### config.mk
export PLATFORM = sky130hd
export DESIGN_NAME = ecp_unit
export DESIGN_NICKNAME = d
export VERILOG_FILES = /design/src/hdl/ecp_pkg.sv /design/src/hdl/ecp_timer.sv /design/src/hdl/ecp_unit.sv
export SDC_FILE = /design/constraint.sdc
export NUM_CORES = 1
export LEC_CHECK = 0
export ABC_AREA = 1
export BUFFER_PORTS_ARGS = -buffer_cell sky130_fd_sc_hd__clkbuf_2
export CORE_MARGIN = 5
export CORE_UTILIZATION = 45
export DETAILED_ROUTE_END_ITERATION = 16
export PLACE_DENSITY = 0.68
export SLEW_MARGIN = 0
export SYNTH_ARGS = -nofsm -noshare
export SYNTH_HDL_FRONTEND = slang
export SYNTH_HIERARCHICAL = 1
export SYNTH_SLANG_ARGS = --single-unit
### constraint.sdc
create_clock -name aclk -period 1.87 [get_ports aclk]
set_input_delay 0.0935 -clock aclk [delete_from_list [all_inputs] [get_ports aclk]]
set_output_delay 0.0935 -clock aclk [all_outputs]
set_load 0.05 [all_outputs]
### src/hdl/ecp_pkg.sv
// package of constants and types for the capture/compare/pwm unit
package ecp_pkg;
   // ==========================================================
   // register byte offsets on the axi4-lite bus
   localparam logic [7:0] OFF_CONTROL  = 8'h00;
   localparam logic [7:0] OFF_DUTY_HI  = 8'h04;
   localparam logic [7:0] OFF_PERIOD   = 8'h08;
   localparam logic [7:0] OFF_CAPTURE  = 8'h0c;
   localparam logic [7:0] OFF_STATUS   = 8'h10;
   localparam logic [7:0] OFF_PIN_DIR  = 8'h14;
   localparam logic [7:0] OFF_TIMER    = 8'h18;
   // ==========================================================
   // control register fields and reset values
   localparam int OCS_BIT  = 7;
   localparam int DLB_LSB  = 4;
   localparam int MODE_LSB = 0;
   localparam logic [7:0]  CONTROL_RST = 8'h00;
   localparam logic [7:0]  CONTROL_WMASK = 8'hbf;
   localparam logic [7:0]  DUTY_HI_RST = 8'h00;
   localparam logic [7:0]  PERIOD_RST  = 8'hff;
   localparam logic [1:0]  PIN_DIR_RST = 2'h3;
   localparam logic [3:0]  DEAD_BAND   = 4'h2;
   localparam logic [1:0]  MODE_OFF     = 2'h0;
   localparam logic [1:0]  MODE_CAPTURE = 2'h1;
   localparam logic [1:0]  MODE_COMPARE = 2'h2;
   localparam logic [1:0]  MODE_PWM     = 2'h3;
   localparam logic [1:0]  RESP_OKAY   = 2'h0;
   localparam logic [1:0]  RESP_SLVERR = 2'h2;

   typedef enum logic [1:0] {ST_IDLE, ST_WRESP, ST_RRESP} ecp_bus_e;

   typedef struct packed {
      logic       awvalid;
      logic [7:0] awaddr;
      logic       wvalid;
      logic [31:0] wdata;
      logic [3:0] wstrb;
      logic       bready;
      logic       arvalid;
      logic [7:0] araddr;
      logic       rready;
   } ecp_axi_req_s;

   typedef struct packed {
      logic       awready;
      logic       wready;
      logic       bvalid;
      logic [1:0] bresp;
      logic       arready;
      logic       rvalid;
      logic [31:0] rdata;
      logic [1:0] rresp;
   } ecp_axi_rsp_s;
endpackage

### src/hdl/ecp_timer.sv
// free-running 16-bit timer with freeze and clear
`timescale 1ns/100ps
module ecp_timer #(
   parameter int WIDTH = 16
) (
   input  wire logic             aclk,
   input  wire logic             aresetn,
   input  wire logic             run,
   input  wire logic             clear,
   output logic [WIDTH-1:0]      count
);
   always_ff @(posedge aclk) begin
      if (!aresetn) begin
         count <= '0;
      end else if (clear) begin
         count <= '0;
      end else if (run) begin
         count <= count + WIDTH'(1);
      end
   end
endmodule

### src/hdl/ecp_unit.sv
// capture/compare/pwm unit with axi4-lite register slave
// ==========================================================
// Overview of operation
// timer one for capture/compare, period timer pwm
// capture latches timer on input event
// compare raises output when timer matches
// pwm period and duty set by software
// ten-bit duty: high register plus two bits
// sleep freezes period timer and all state; bus reads and register writes still work in sleep
// sleep keeps driven pwm pin level
// after wake period timer resumes, not cleared
// pwm rate follows system clock
// reset restores registers, pins to input
// software enables pin after period overflow
// pwm: single output or half-bridge dead band
// mode field selects off/capture/compare/pwm
//
// The implementer's own choices: the AXI4-Lite register port and the placing of the registers.
`timescale 1ns/100ps
module ecp_unit #(
   parameter int TW = 16
) (
   input  wire logic                 aclk,
   input  wire logic                 aresetn,
   input  wire logic                 ce,
   input  wire logic                 sleep,
   input  wire logic                 event_in,
   input  wire ecp_pkg::ecp_axi_req_s axi_req,
   output ecp_pkg::ecp_axi_rsp_s     axi_rsp,
   output logic                      output_pin_a,
   output logic                      output_pin_a_oe,
   output logic                      output_pin_b,
   output logic                      output_pin_b_oe
);
   typedef struct packed {
      ecp_pkg::ecp_bus_e     bst;
      ecp_pkg::ecp_axi_rsp_s rsp;
      logic [7:0]  control;
      logic [7:0]  duty_hi;
      logic [7:0]  period;
      logic [1:0]  pin_oe;
      logic [TW-1:0] capture;
      logic [TW-1:0] compare;
      logic [9:0]  duty_act;
      logic [9:0]  ptick;
      logic [7:0]  period_timer_count;
      logic        pwm_raw;
      logic [3:0]  db_cnt;
      logic        event_d;
      logic        cap_flag;
      logic        cmp_flag;
      logic        period_timer_flag;
      logic        pa;
      logic        pb;
   } ecp_state_s;

   ecp_state_s s_reg;
   ecp_state_s s_next;
   logic [TW-1:0] capture_timebase;
   logic          run;
   logic [1:0]    mode;
   logic          wr_go;
   logic          rd_go;
   logic [7:0]    waddr;
   logic [31:0]   rd_val;
   logic [9:0]    tick_lim;
   logic          cap_set;
   logic          cmp_set;
   logic          ptf_set;

   assign run  = ce && !sleep;
   assign mode = s_reg.control[ecp_pkg::MODE_LSB+2 +: 2];

   // ==========================================================
   // capture/compare timebase
   ecp_timer #(.WIDTH(TW)) u_tb (
      .aclk    (aclk),
      .aresetn (aresetn),
      .run     (run),
      .clear   (1'b0),
      .count   (capture_timebase)
   );

   assign wr_go = s_reg.bst == ecp_pkg::ST_IDLE && axi_req.awvalid && axi_req.wvalid;
   assign rd_go = s_reg.bst == ecp_pkg::ST_IDLE && axi_req.arvalid && !wr_go;
   assign waddr = axi_req.awaddr;
   assign tick_lim = {s_reg.period, 2'h3};

   always_comb begin
      rd_val = 32'h0;
      case (axi_req.araddr)
         ecp_pkg::OFF_CONTROL: rd_val = {24'h0, s_reg.control};
         ecp_pkg::OFF_DUTY_HI: rd_val = {24'h0, s_reg.duty_hi};
         ecp_pkg::OFF_PERIOD:  rd_val = {24'h0, s_reg.period};
         ecp_pkg::OFF_CAPTURE: rd_val = {{(32-TW){1'b0}}, s_reg.capture};
         ecp_pkg::OFF_STATUS:  rd_val = {29'h0, s_reg.period_timer_flag,
                                         s_reg.cmp_flag, s_reg.cap_flag};
         ecp_pkg::OFF_PIN_DIR: rd_val = {30'h0, ~s_reg.pin_oe};
         ecp_pkg::OFF_TIMER:   rd_val = {24'h0, s_reg.period_timer_count};
         default:              rd_val = 32'h0;
      endcase
   end

   always_comb begin
      s_next = s_reg;
      cap_set = 1'b0;
      cmp_set = 1'b0;
      ptf_set = 1'b0;
      s_next.rsp.awready = 1'b0;
      s_next.rsp.wready  = 1'b0;
      s_next.rsp.arready = 1'b0;
      // ==========================================================
      // bus slave: write taken with address and data together
      case (s_reg.bst)
         ecp_pkg::ST_IDLE: begin
            if (wr_go) begin
               s_next.rsp.awready = 1'b1;
               s_next.rsp.wready  = 1'b1;
               s_next.rsp.bvalid  = 1'b1;
               s_next.rsp.bresp   = ecp_pkg::RESP_OKAY;
               s_next.bst         = ecp_pkg::ST_WRESP;
               case (waddr)
                  ecp_pkg::OFF_CONTROL:
                     if (axi_req.wstrb[0])
                        s_next.control = axi_req.wdata[7:0] & ecp_pkg::CONTROL_WMASK;
                  ecp_pkg::OFF_DUTY_HI:
                     if (axi_req.wstrb[0]) s_next.duty_hi = axi_req.wdata[7:0];
                  ecp_pkg::OFF_PERIOD:
                     if (axi_req.wstrb[0]) s_next.period = axi_req.wdata[7:0];
                  ecp_pkg::OFF_CAPTURE: begin
                     if (axi_req.wstrb[0]) s_next.compare[7:0] = axi_req.wdata[7:0];
                     if (axi_req.wstrb[1]) s_next.compare[15:8] = axi_req.wdata[15:8];
                  end
                  ecp_pkg::OFF_STATUS: ;
                  ecp_pkg::OFF_PIN_DIR:
                     if (axi_req.wstrb[0]) s_next.pin_oe = ~axi_req.wdata[1:0];
                  ecp_pkg::OFF_TIMER:
                     if (axi_req.wstrb[0]) s_next.period_timer_count = axi_req.wdata[7:0];
                  default: s_next.rsp.bresp = ecp_pkg::RESP_SLVERR;
               endcase
            end else if (rd_go) begin
               s_next.rsp.arready = 1'b1;
               s_next.rsp.rvalid  = 1'b1;
               s_next.rsp.rdata   = rd_val;
               s_next.rsp.rresp   = (axi_req.araddr > ecp_pkg::OFF_TIMER ||
                                     axi_req.araddr[1:0] != 2'h0) ?
                                    ecp_pkg::RESP_SLVERR : ecp_pkg::RESP_OKAY;
               s_next.bst         = ecp_pkg::ST_RRESP;
            end
         end
         ecp_pkg::ST_WRESP:
            if (axi_req.bready) begin
               s_next.rsp.bvalid = 1'b0;
               s_next.bst        = ecp_pkg::ST_IDLE;
            end
         ecp_pkg::ST_RRESP:
            if (axi_req.rready) begin
               s_next.rsp.rvalid = 1'b0;
               s_next.bst        = ecp_pkg::ST_IDLE;
            end
         default: s_next.bst = ecp_pkg::ST_IDLE;
      endcase

      // ==========================================================
      // timer logic, frozen while asleep
      if (!sleep) begin
         s_next.event_d = event_in;
         case (mode)
            ecp_pkg::MODE_CAPTURE:
               if (event_in && !s_reg.event_d) begin
                  s_next.capture  = capture_timebase;
                  s_next.cap_flag = 1'b1;
                  cap_set         = 1'b1;
               end
            ecp_pkg::MODE_COMPARE:
               if (capture_timebase == s_reg.compare) begin
                  s_next.cmp_flag = 1'b1;
                  cmp_set         = 1'b1;
                  s_next.pa       = !s_reg.control[ecp_pkg::MODE_LSB];
               end
            ecp_pkg::MODE_PWM: begin
               // quarter-cycle ticks give ten-bit duty resolution off aclk
               s_next.ptick = s_reg.ptick + 10'h1;
               if (s_reg.ptick[1:0] == 2'h3)
                  s_next.period_timer_count = s_reg.period_timer_count + 8'h1;
               // a period written below the running count ends the period at once
               if (s_reg.ptick >= tick_lim) begin
                  s_next.ptick              = 10'h0;
                  s_next.period_timer_count = 8'h0;
                  s_next.period_timer_flag  = 1'b1;
                  ptf_set                   = 1'b1;
                  s_next.duty_act = {s_reg.duty_hi,
                                     s_reg.control[ecp_pkg::DLB_LSB +: 2]};
                  // output high for exactly duty_act ticks; zero duty stays low
                  s_next.pwm_raw  = s_next.duty_act != 10'h0;
               end else if (s_reg.ptick + 10'h1 == s_reg.duty_act) begin
                  s_next.pwm_raw = 1'b0;
               end
               if (s_next.pwm_raw != s_reg.pwm_raw)
                  s_next.db_cnt = ecp_pkg::DEAD_BAND;
               else if (s_reg.db_cnt != 4'h0)
                  s_next.db_cnt = s_reg.db_cnt - 4'h1;
               if (s_reg.control[ecp_pkg::OCS_BIT]) begin
                  s_next.pa = s_reg.pwm_raw && s_reg.db_cnt == 4'h0;
                  s_next.pb = !s_reg.pwm_raw && s_reg.db_cnt == 4'h0;
               end else begin
                  s_next.pa = s_reg.pwm_raw;
                  s_next.pb = 1'b0;
               end
            end
            default: begin
               s_next.pa = 1'b0;
               s_next.pb = 1'b0;
            end
         endcase
      end
      // status flags clear on write of one; a new event wins
      if (wr_go && waddr == ecp_pkg::OFF_STATUS && axi_req.wstrb[0]) begin
         if (axi_req.wdata[0] && !cap_set)
            s_next.cap_flag = 1'b0;
         if (axi_req.wdata[1] && !cmp_set)
            s_next.cmp_flag = 1'b0;
         if (axi_req.wdata[2] && !ptf_set)
            s_next.period_timer_flag = 1'b0;
      end
   end

   always_ff @(posedge aclk) begin
      if (!aresetn) begin
         s_reg         <= '0;
         s_reg.control <= ecp_pkg::CONTROL_RST;
         s_reg.duty_hi <= ecp_pkg::DUTY_HI_RST;
         s_reg.period  <= ecp_pkg::PERIOD_RST;
         s_reg.pin_oe  <= ~ecp_pkg::PIN_DIR_RST;
      end else if (ce) begin
         s_reg <= s_next;
      end
   end

   assign axi_rsp = s_reg.rsp;
   // pin_oe holds the inverse of the software direction bits, so enables leave a flop
   assign output_pin_a    = s_reg.pa;
   assign output_pin_a_oe = s_reg.pin_oe[0];
   assign output_pin_b    = s_reg.pb;
   assign output_pin_b_oe = s_reg.pin_oe[1];
endmodule

Yosys cells after proc, flatten, opt, wreduce, memory -nomap -nowiden:

Index checks and enable logic that the tools add are counted.

* register bits after elaboration: 155
* output and inout port bits: 45

* add/subtract/negate cells: 4
* magnitude comparators: 2
* equal/unequal tests: 28
* muxes and demuxes: 54
* bitwise operators: 6
* reductions and logical operators: 52

Operator list (count)
* case mux 16 bit (7 select lines): 1
* two-way mux 36 bit: 2
* equality test 8 x 5 -> 1 bit, second input constant: 6
* two-way mux 8 bit: 5
* AND reduction 5 bit: 7
* equality test 8 x 4 -> 1 bit, second input constant: 4
* AND reduction 4 bit: 7
* two-way mux 1 bit: 26
* two-way mux 19 bit: 1
* two-way mux 18 bit: 1
* adder 16 x 1 -> 16 bit, second input constant: 1
* equality test 16 bit: 1
* equality test 8 x 3 -> 1 bit, second input constant: 2
* logical NOT 8 bit: 2
* two-way mux 2 bit: 8
* logical AND 1 bit: 13
* two-way mux 13 bit: 1
* != test 2 bit, second input constant: 6
* adder 10 x 1 -> 10 bit, second input constant: 1
* equality test 10 bit: 1
* >= comparator 10 bit: 1
* nonzero test 10 bit: 1
* AND reduction 3 bit: 3
* adder 8 x 1 -> 8 bit, second input constant: 1
* other kinds (23): 44

Logic depth before layout (Yosys ltp):

* depth in word-level cells: 12
* mapped depth: 17
* gate-level depth less buffers: 17

By module:

The synthesis kept the hierarchy.

Modules (own cells, without submodules)
* ecp_unit: instances 1, cells each 884, area an instance 6327.3 um2, sequential area each 2402.3 um2
* ecp_timer: instances 1, cells each 122, area an instance 815.8 um2, sequential area each 320.3 um2

Worst setup path before layout:

No wires, ideal clock.

* path kind: reg2reg
* from: reg s_reg[80] (netlist bit)
* to: reg s_reg[30] (netlist bit)
* library setup time: 0.116 ns
* arrival: 1.694 ns
* data required time: 1.754 ns
* setup slack: 0.060 ns
* stages on the path, launching flop included: 11
* cells stage by stage: dfxtp_1 > inv_1 > ha_1 > nand2_1 > nor2_1 > nand3_1 > o2111ai_4 > nand2_1 > clkbuf_1 > o21ai_0 > nor2_1

* longest elaborated chain between the ends: 2

RTL lines
* start: declaration: line ecp_unit.sv:57 `ecp_state_s s_reg;`
* start signal: assignment: line ecp_unit.sv:236 `s_reg <= s_next;`
* >= comparator 10 bit: line ecp_unit.sv:187 `if (s_reg.ptick >= tick_lim) begin`
* AND reduction 4 bit (no source line)

No other way between the ends.
A chain may end at the register's enable or synchronous reset.

Worst setup path in the final report:

* from: reg s_reg[75] (netlist bit)
* to: reg s_reg[22] (netlist bit)

* longest elaborated chain between the ends: 2

RTL lines (line)
* >= comparator 10 bit: ecp_unit.sv:187
* two-way mux 18 bit: ecp_unit.sv:187

No other way between the ends.

==> impl_metrics.csv <==
group,metric,value,unit
status,status,"finished with violations",
status,violations,"negative setup slack",
worst_setup_path,worstSetupPathType,"reg -> reg",
synthesis,yosysWarnings,6,
place,dp.final_hpwl,15.1,mm
sta,finalMaxSlewViolations,0,
route,vias,7030,
die,row_count,46,
min_path,min_to,"axi_rsp[37]$_SDFFE_PN0P_",
sta,hold_ws,0.00313,ns
worst_setup_path,rr_startpoint,"s_reg[75]$_SDFFE_PN1P_",
grt,gr-usage-met2,0.366,
min_path,hp-start,"axi_req[50]",
worst_setup_path,cp_max_fo,6,
power,power_density,737,nW/um2
route,drtIter0Drc,498,
die,die_y,136,um
worst_setup_path,crit_chain,"inv_1 -> ha_4 -> nand2_2 -> o21ai_2 -> nand2_2 -> o2111ai_4 -> buf_6 -> nor2_4 -> buf_12 -> buf_6 -> nand2_2 -> a21oi_2",
power,peakVddDrop,0.000659,V
synthesis,synth.avg_cell_area,7.10,um2
grt,gr-total-overflow,0,
finish,num-nets-final,1237,
route,postRouteAntennaNets,0,
worst_setup_path,r2r_slack,-0.08,ns
sta,fin_crit_sh,1.04,
grt,grt.total_usage,0.223,
sta,setup_viol,14,
run,maxCapViolations,0,
route,detail_route.wl_per_cell,15.1,um
die,die_w,136,um
grt,grt_max_degree,38,
finish,antennaDiodeCount,0,
cts,clock_latency,0.44,ns
cts,cts-root-buf,"clkbuf_16",
cts,path_clk_slew,0.06,ns
place,place_inst,1322,
grt,grt_pass1_vias,6451,
worst_setup_path,critPathCaptureType,"flop",
cts,cts_buffers,17,
worst_setup_path,critPathArrivalTime,2.31,ns
grt,gr-usage-met1,0.295,
grt,grt_use_met3,0.0426,
cts,htree_levels,4,
synthesis,syn_area,7140,um2
die,design.core.area,15700,um2
route,dr.pass1.iters,5,
route,wl,20.9,mm
finish,final_cell_mix,"nand2_1, nor2_1, dfxtp_1",
sta,rsz0062_at_grt,"yes",
finish,utilization,0.601,
place,postPlaceCellArea,8070,um2
sta,fmax,514,MHz
route,vias_per_cell,5.07,
route,drc,0,
finish,largest_reg_flops,92,
worst_setup_path,r2r_end,"s_reg[22]$_SDFFE_PN0P_",
die,ioPinCount,107,
grt,grt-busiest-layer,"met2",
finish,area_delta_synth_final,32.2,%
grt,antenna_found_initial,0,
worst_setup_path,crit_required,2.23,ns
cts,cts.path.max_buffers,2,
place,portBuffers,70,
place,place_congestion,0.919,
min_path,hold_path_class,"in -> reg",
worst_setup_path,crit_top_cell,"nand2_2",
sta,finalClockSkew,0.0143,ns
synthesis,ys_seq_area_frac,0.381,
synthesis,netlist_instances,1006,
die,fp.dieArea,18500,um2
sta,hold_viol_final,0,
sta,fin_crit,1.95,ns
die,start_util,0.455,
grt,grt_pass1_wl,32.4,mm
synthesis,synth_enable_flop_cells,0,
synthesis,synth_seq_cells,136,
synthesis,yosys_most_used_dff,"dfxtp_1",
power,p_leak,3.85,nW
worst_setup_path,slowest_stage,"dfxtp_2",
worst_setup_path,cp_slowest_stage_delay,0.33,ns
synthesis,synth.distinct_cells,46,
min_path,hold_depth,3,
sta,finalSetupTns,-0.255,ns
synthesis,ys_async_sr_fraction,0,
cts,clock-sinks,136,
worst_setup_path,ff2ff_path_depth,12,
sta,fin_ws,-0.0774,ns
finish,final_cells,1387,
finish,drive_above_1_share,0.281,
cts,cts_tree,"done",
finish,final_common_cell,"nand2_1",
finish,final_area,9440,um2
worst_setup_path,cp-start-kind,"flop",
==> worst max-delay path by stage <==
stage,from,to,slack (ns)
5_1_grt,s_reg[20]$_SDFFE_PN0P_,s_reg[7]$_SDFFE_PN0P_,-0.24
2_1_floorplan,s_reg[80]$_SDFFE_PN1P_,s_reg[30]$_SDFFE_PN0P_,0.06
3_3_place_gp,s_reg[19]$_SDFFE_PN0P_,s_reg[6]$_SDFFE_PN0P_,-0.06
3_5_place_dp,s_reg[80]$_SDFFE_PN1P_,s_reg[29]$_SDFFE_PN0P_,-0.11
6_report,s_reg[75]$_SDFFE_PN1P_,s_reg[22]$_SDFFE_PN0P_,-0.08
4_1_cts,s_reg[79]$_SDFFE_PN1P_,s_reg[2]$_SDFFE_PN0P_,0.0002
==> cell usage after synthesis, types with 5 or more instances <==
cell	n	area (um2)
nand2_1	183	687
dfxtp_1	136	2720
nor2_1	131	492
inv_1	112	420
o21ai_0	87	435
a21oi_1	86	430
buf_4	44	330
nand3_1	37	185
clkbuf_1	19	71.3
a211oi_1	17	128
ha_1	16	200
xnor2_1	16	140
o211ai_1	15	113
nor3_1	11	55.1
nand4_1	10	62.6
nor2_2	8	50.1
buf_2	6	30.0
nor2_4	6	67.6
o2111ai_1	6	52.6
xor2_1	6	52.6
inv_2	5	18.8
o22ai_1	5	31.3
==> logic make-up (layout without fill, tap and decap cells) <==
kind of cell | count (synthesis) | count (layout) | synth area share
compound gates | 237 | 237 | 0.193
xor+xnor | 22 | 22 | 0.0270
fa+ha+maj | 16 | 16 | 0.0280
buf+inv | 190 | 337 | 0.126
flops | 136 | 136 | 0.381
other cells | 1 | 19 | 0.000525
simple gates | 404 | 404 | 0.245
==> area by class of cell <==
cell class,instances,area [um2]
inverter,117,453
multi-input combinational,698,3950
timing repair inverter,1,7.51
fill,1442,6270
tap,216,270
clock buffer,17,425
sequential,136,2750
clock inverter,14,171
timing repair buffer,188,1420
==> timing repair <==
item	in CTS	in global routing
setup endpoints to repair	20	48
setup buffers	5	9
hold buffers	18	0
pin swaps	25	42
hold endpoints to repair	22	0
resized for setup	49	96
gates cloned	2	1
==> metal layers <==
metal,up-vias,routed length (um)
li1,3569,-
met1,3230,9320
met2,194,9910
met3,37,1220
met4,0,481
met5,-,0
==> power breakdown <==
group	internal, mW	switching (mW)	leakage (nW)
clock network	2.10	1.34	0.286
registers	2.93	0.0246	1.10
logic	0.173	0.401	2.47
total	5.20	1.76	3.85
==> critical path, delay by kind of cell, from the launching register on <==
family                   cells  cell delay [ns]
buffers and inverters        4             0.55
AND/OR/NAND/NOR              4             0.39
AO/OA/AOI/OAI                3             0.37
flip-flops                   1             0.33
adder cells (fa/ha/maj)      1             0.22
==> per-stage QoR <==
step / total power [mW] / setup WS, ns
after floorplan: 3.41 / 0.0600
after global placement: 3.52 / -0.0563
after detailed placement: 3.53 / -0.113
after CTS: 6.97 / 0.000163
after global routing: 7.18 / -0.237
final: 6.96 / -0.0774
No activity file was read; power rests on OpenSTA's default activity.
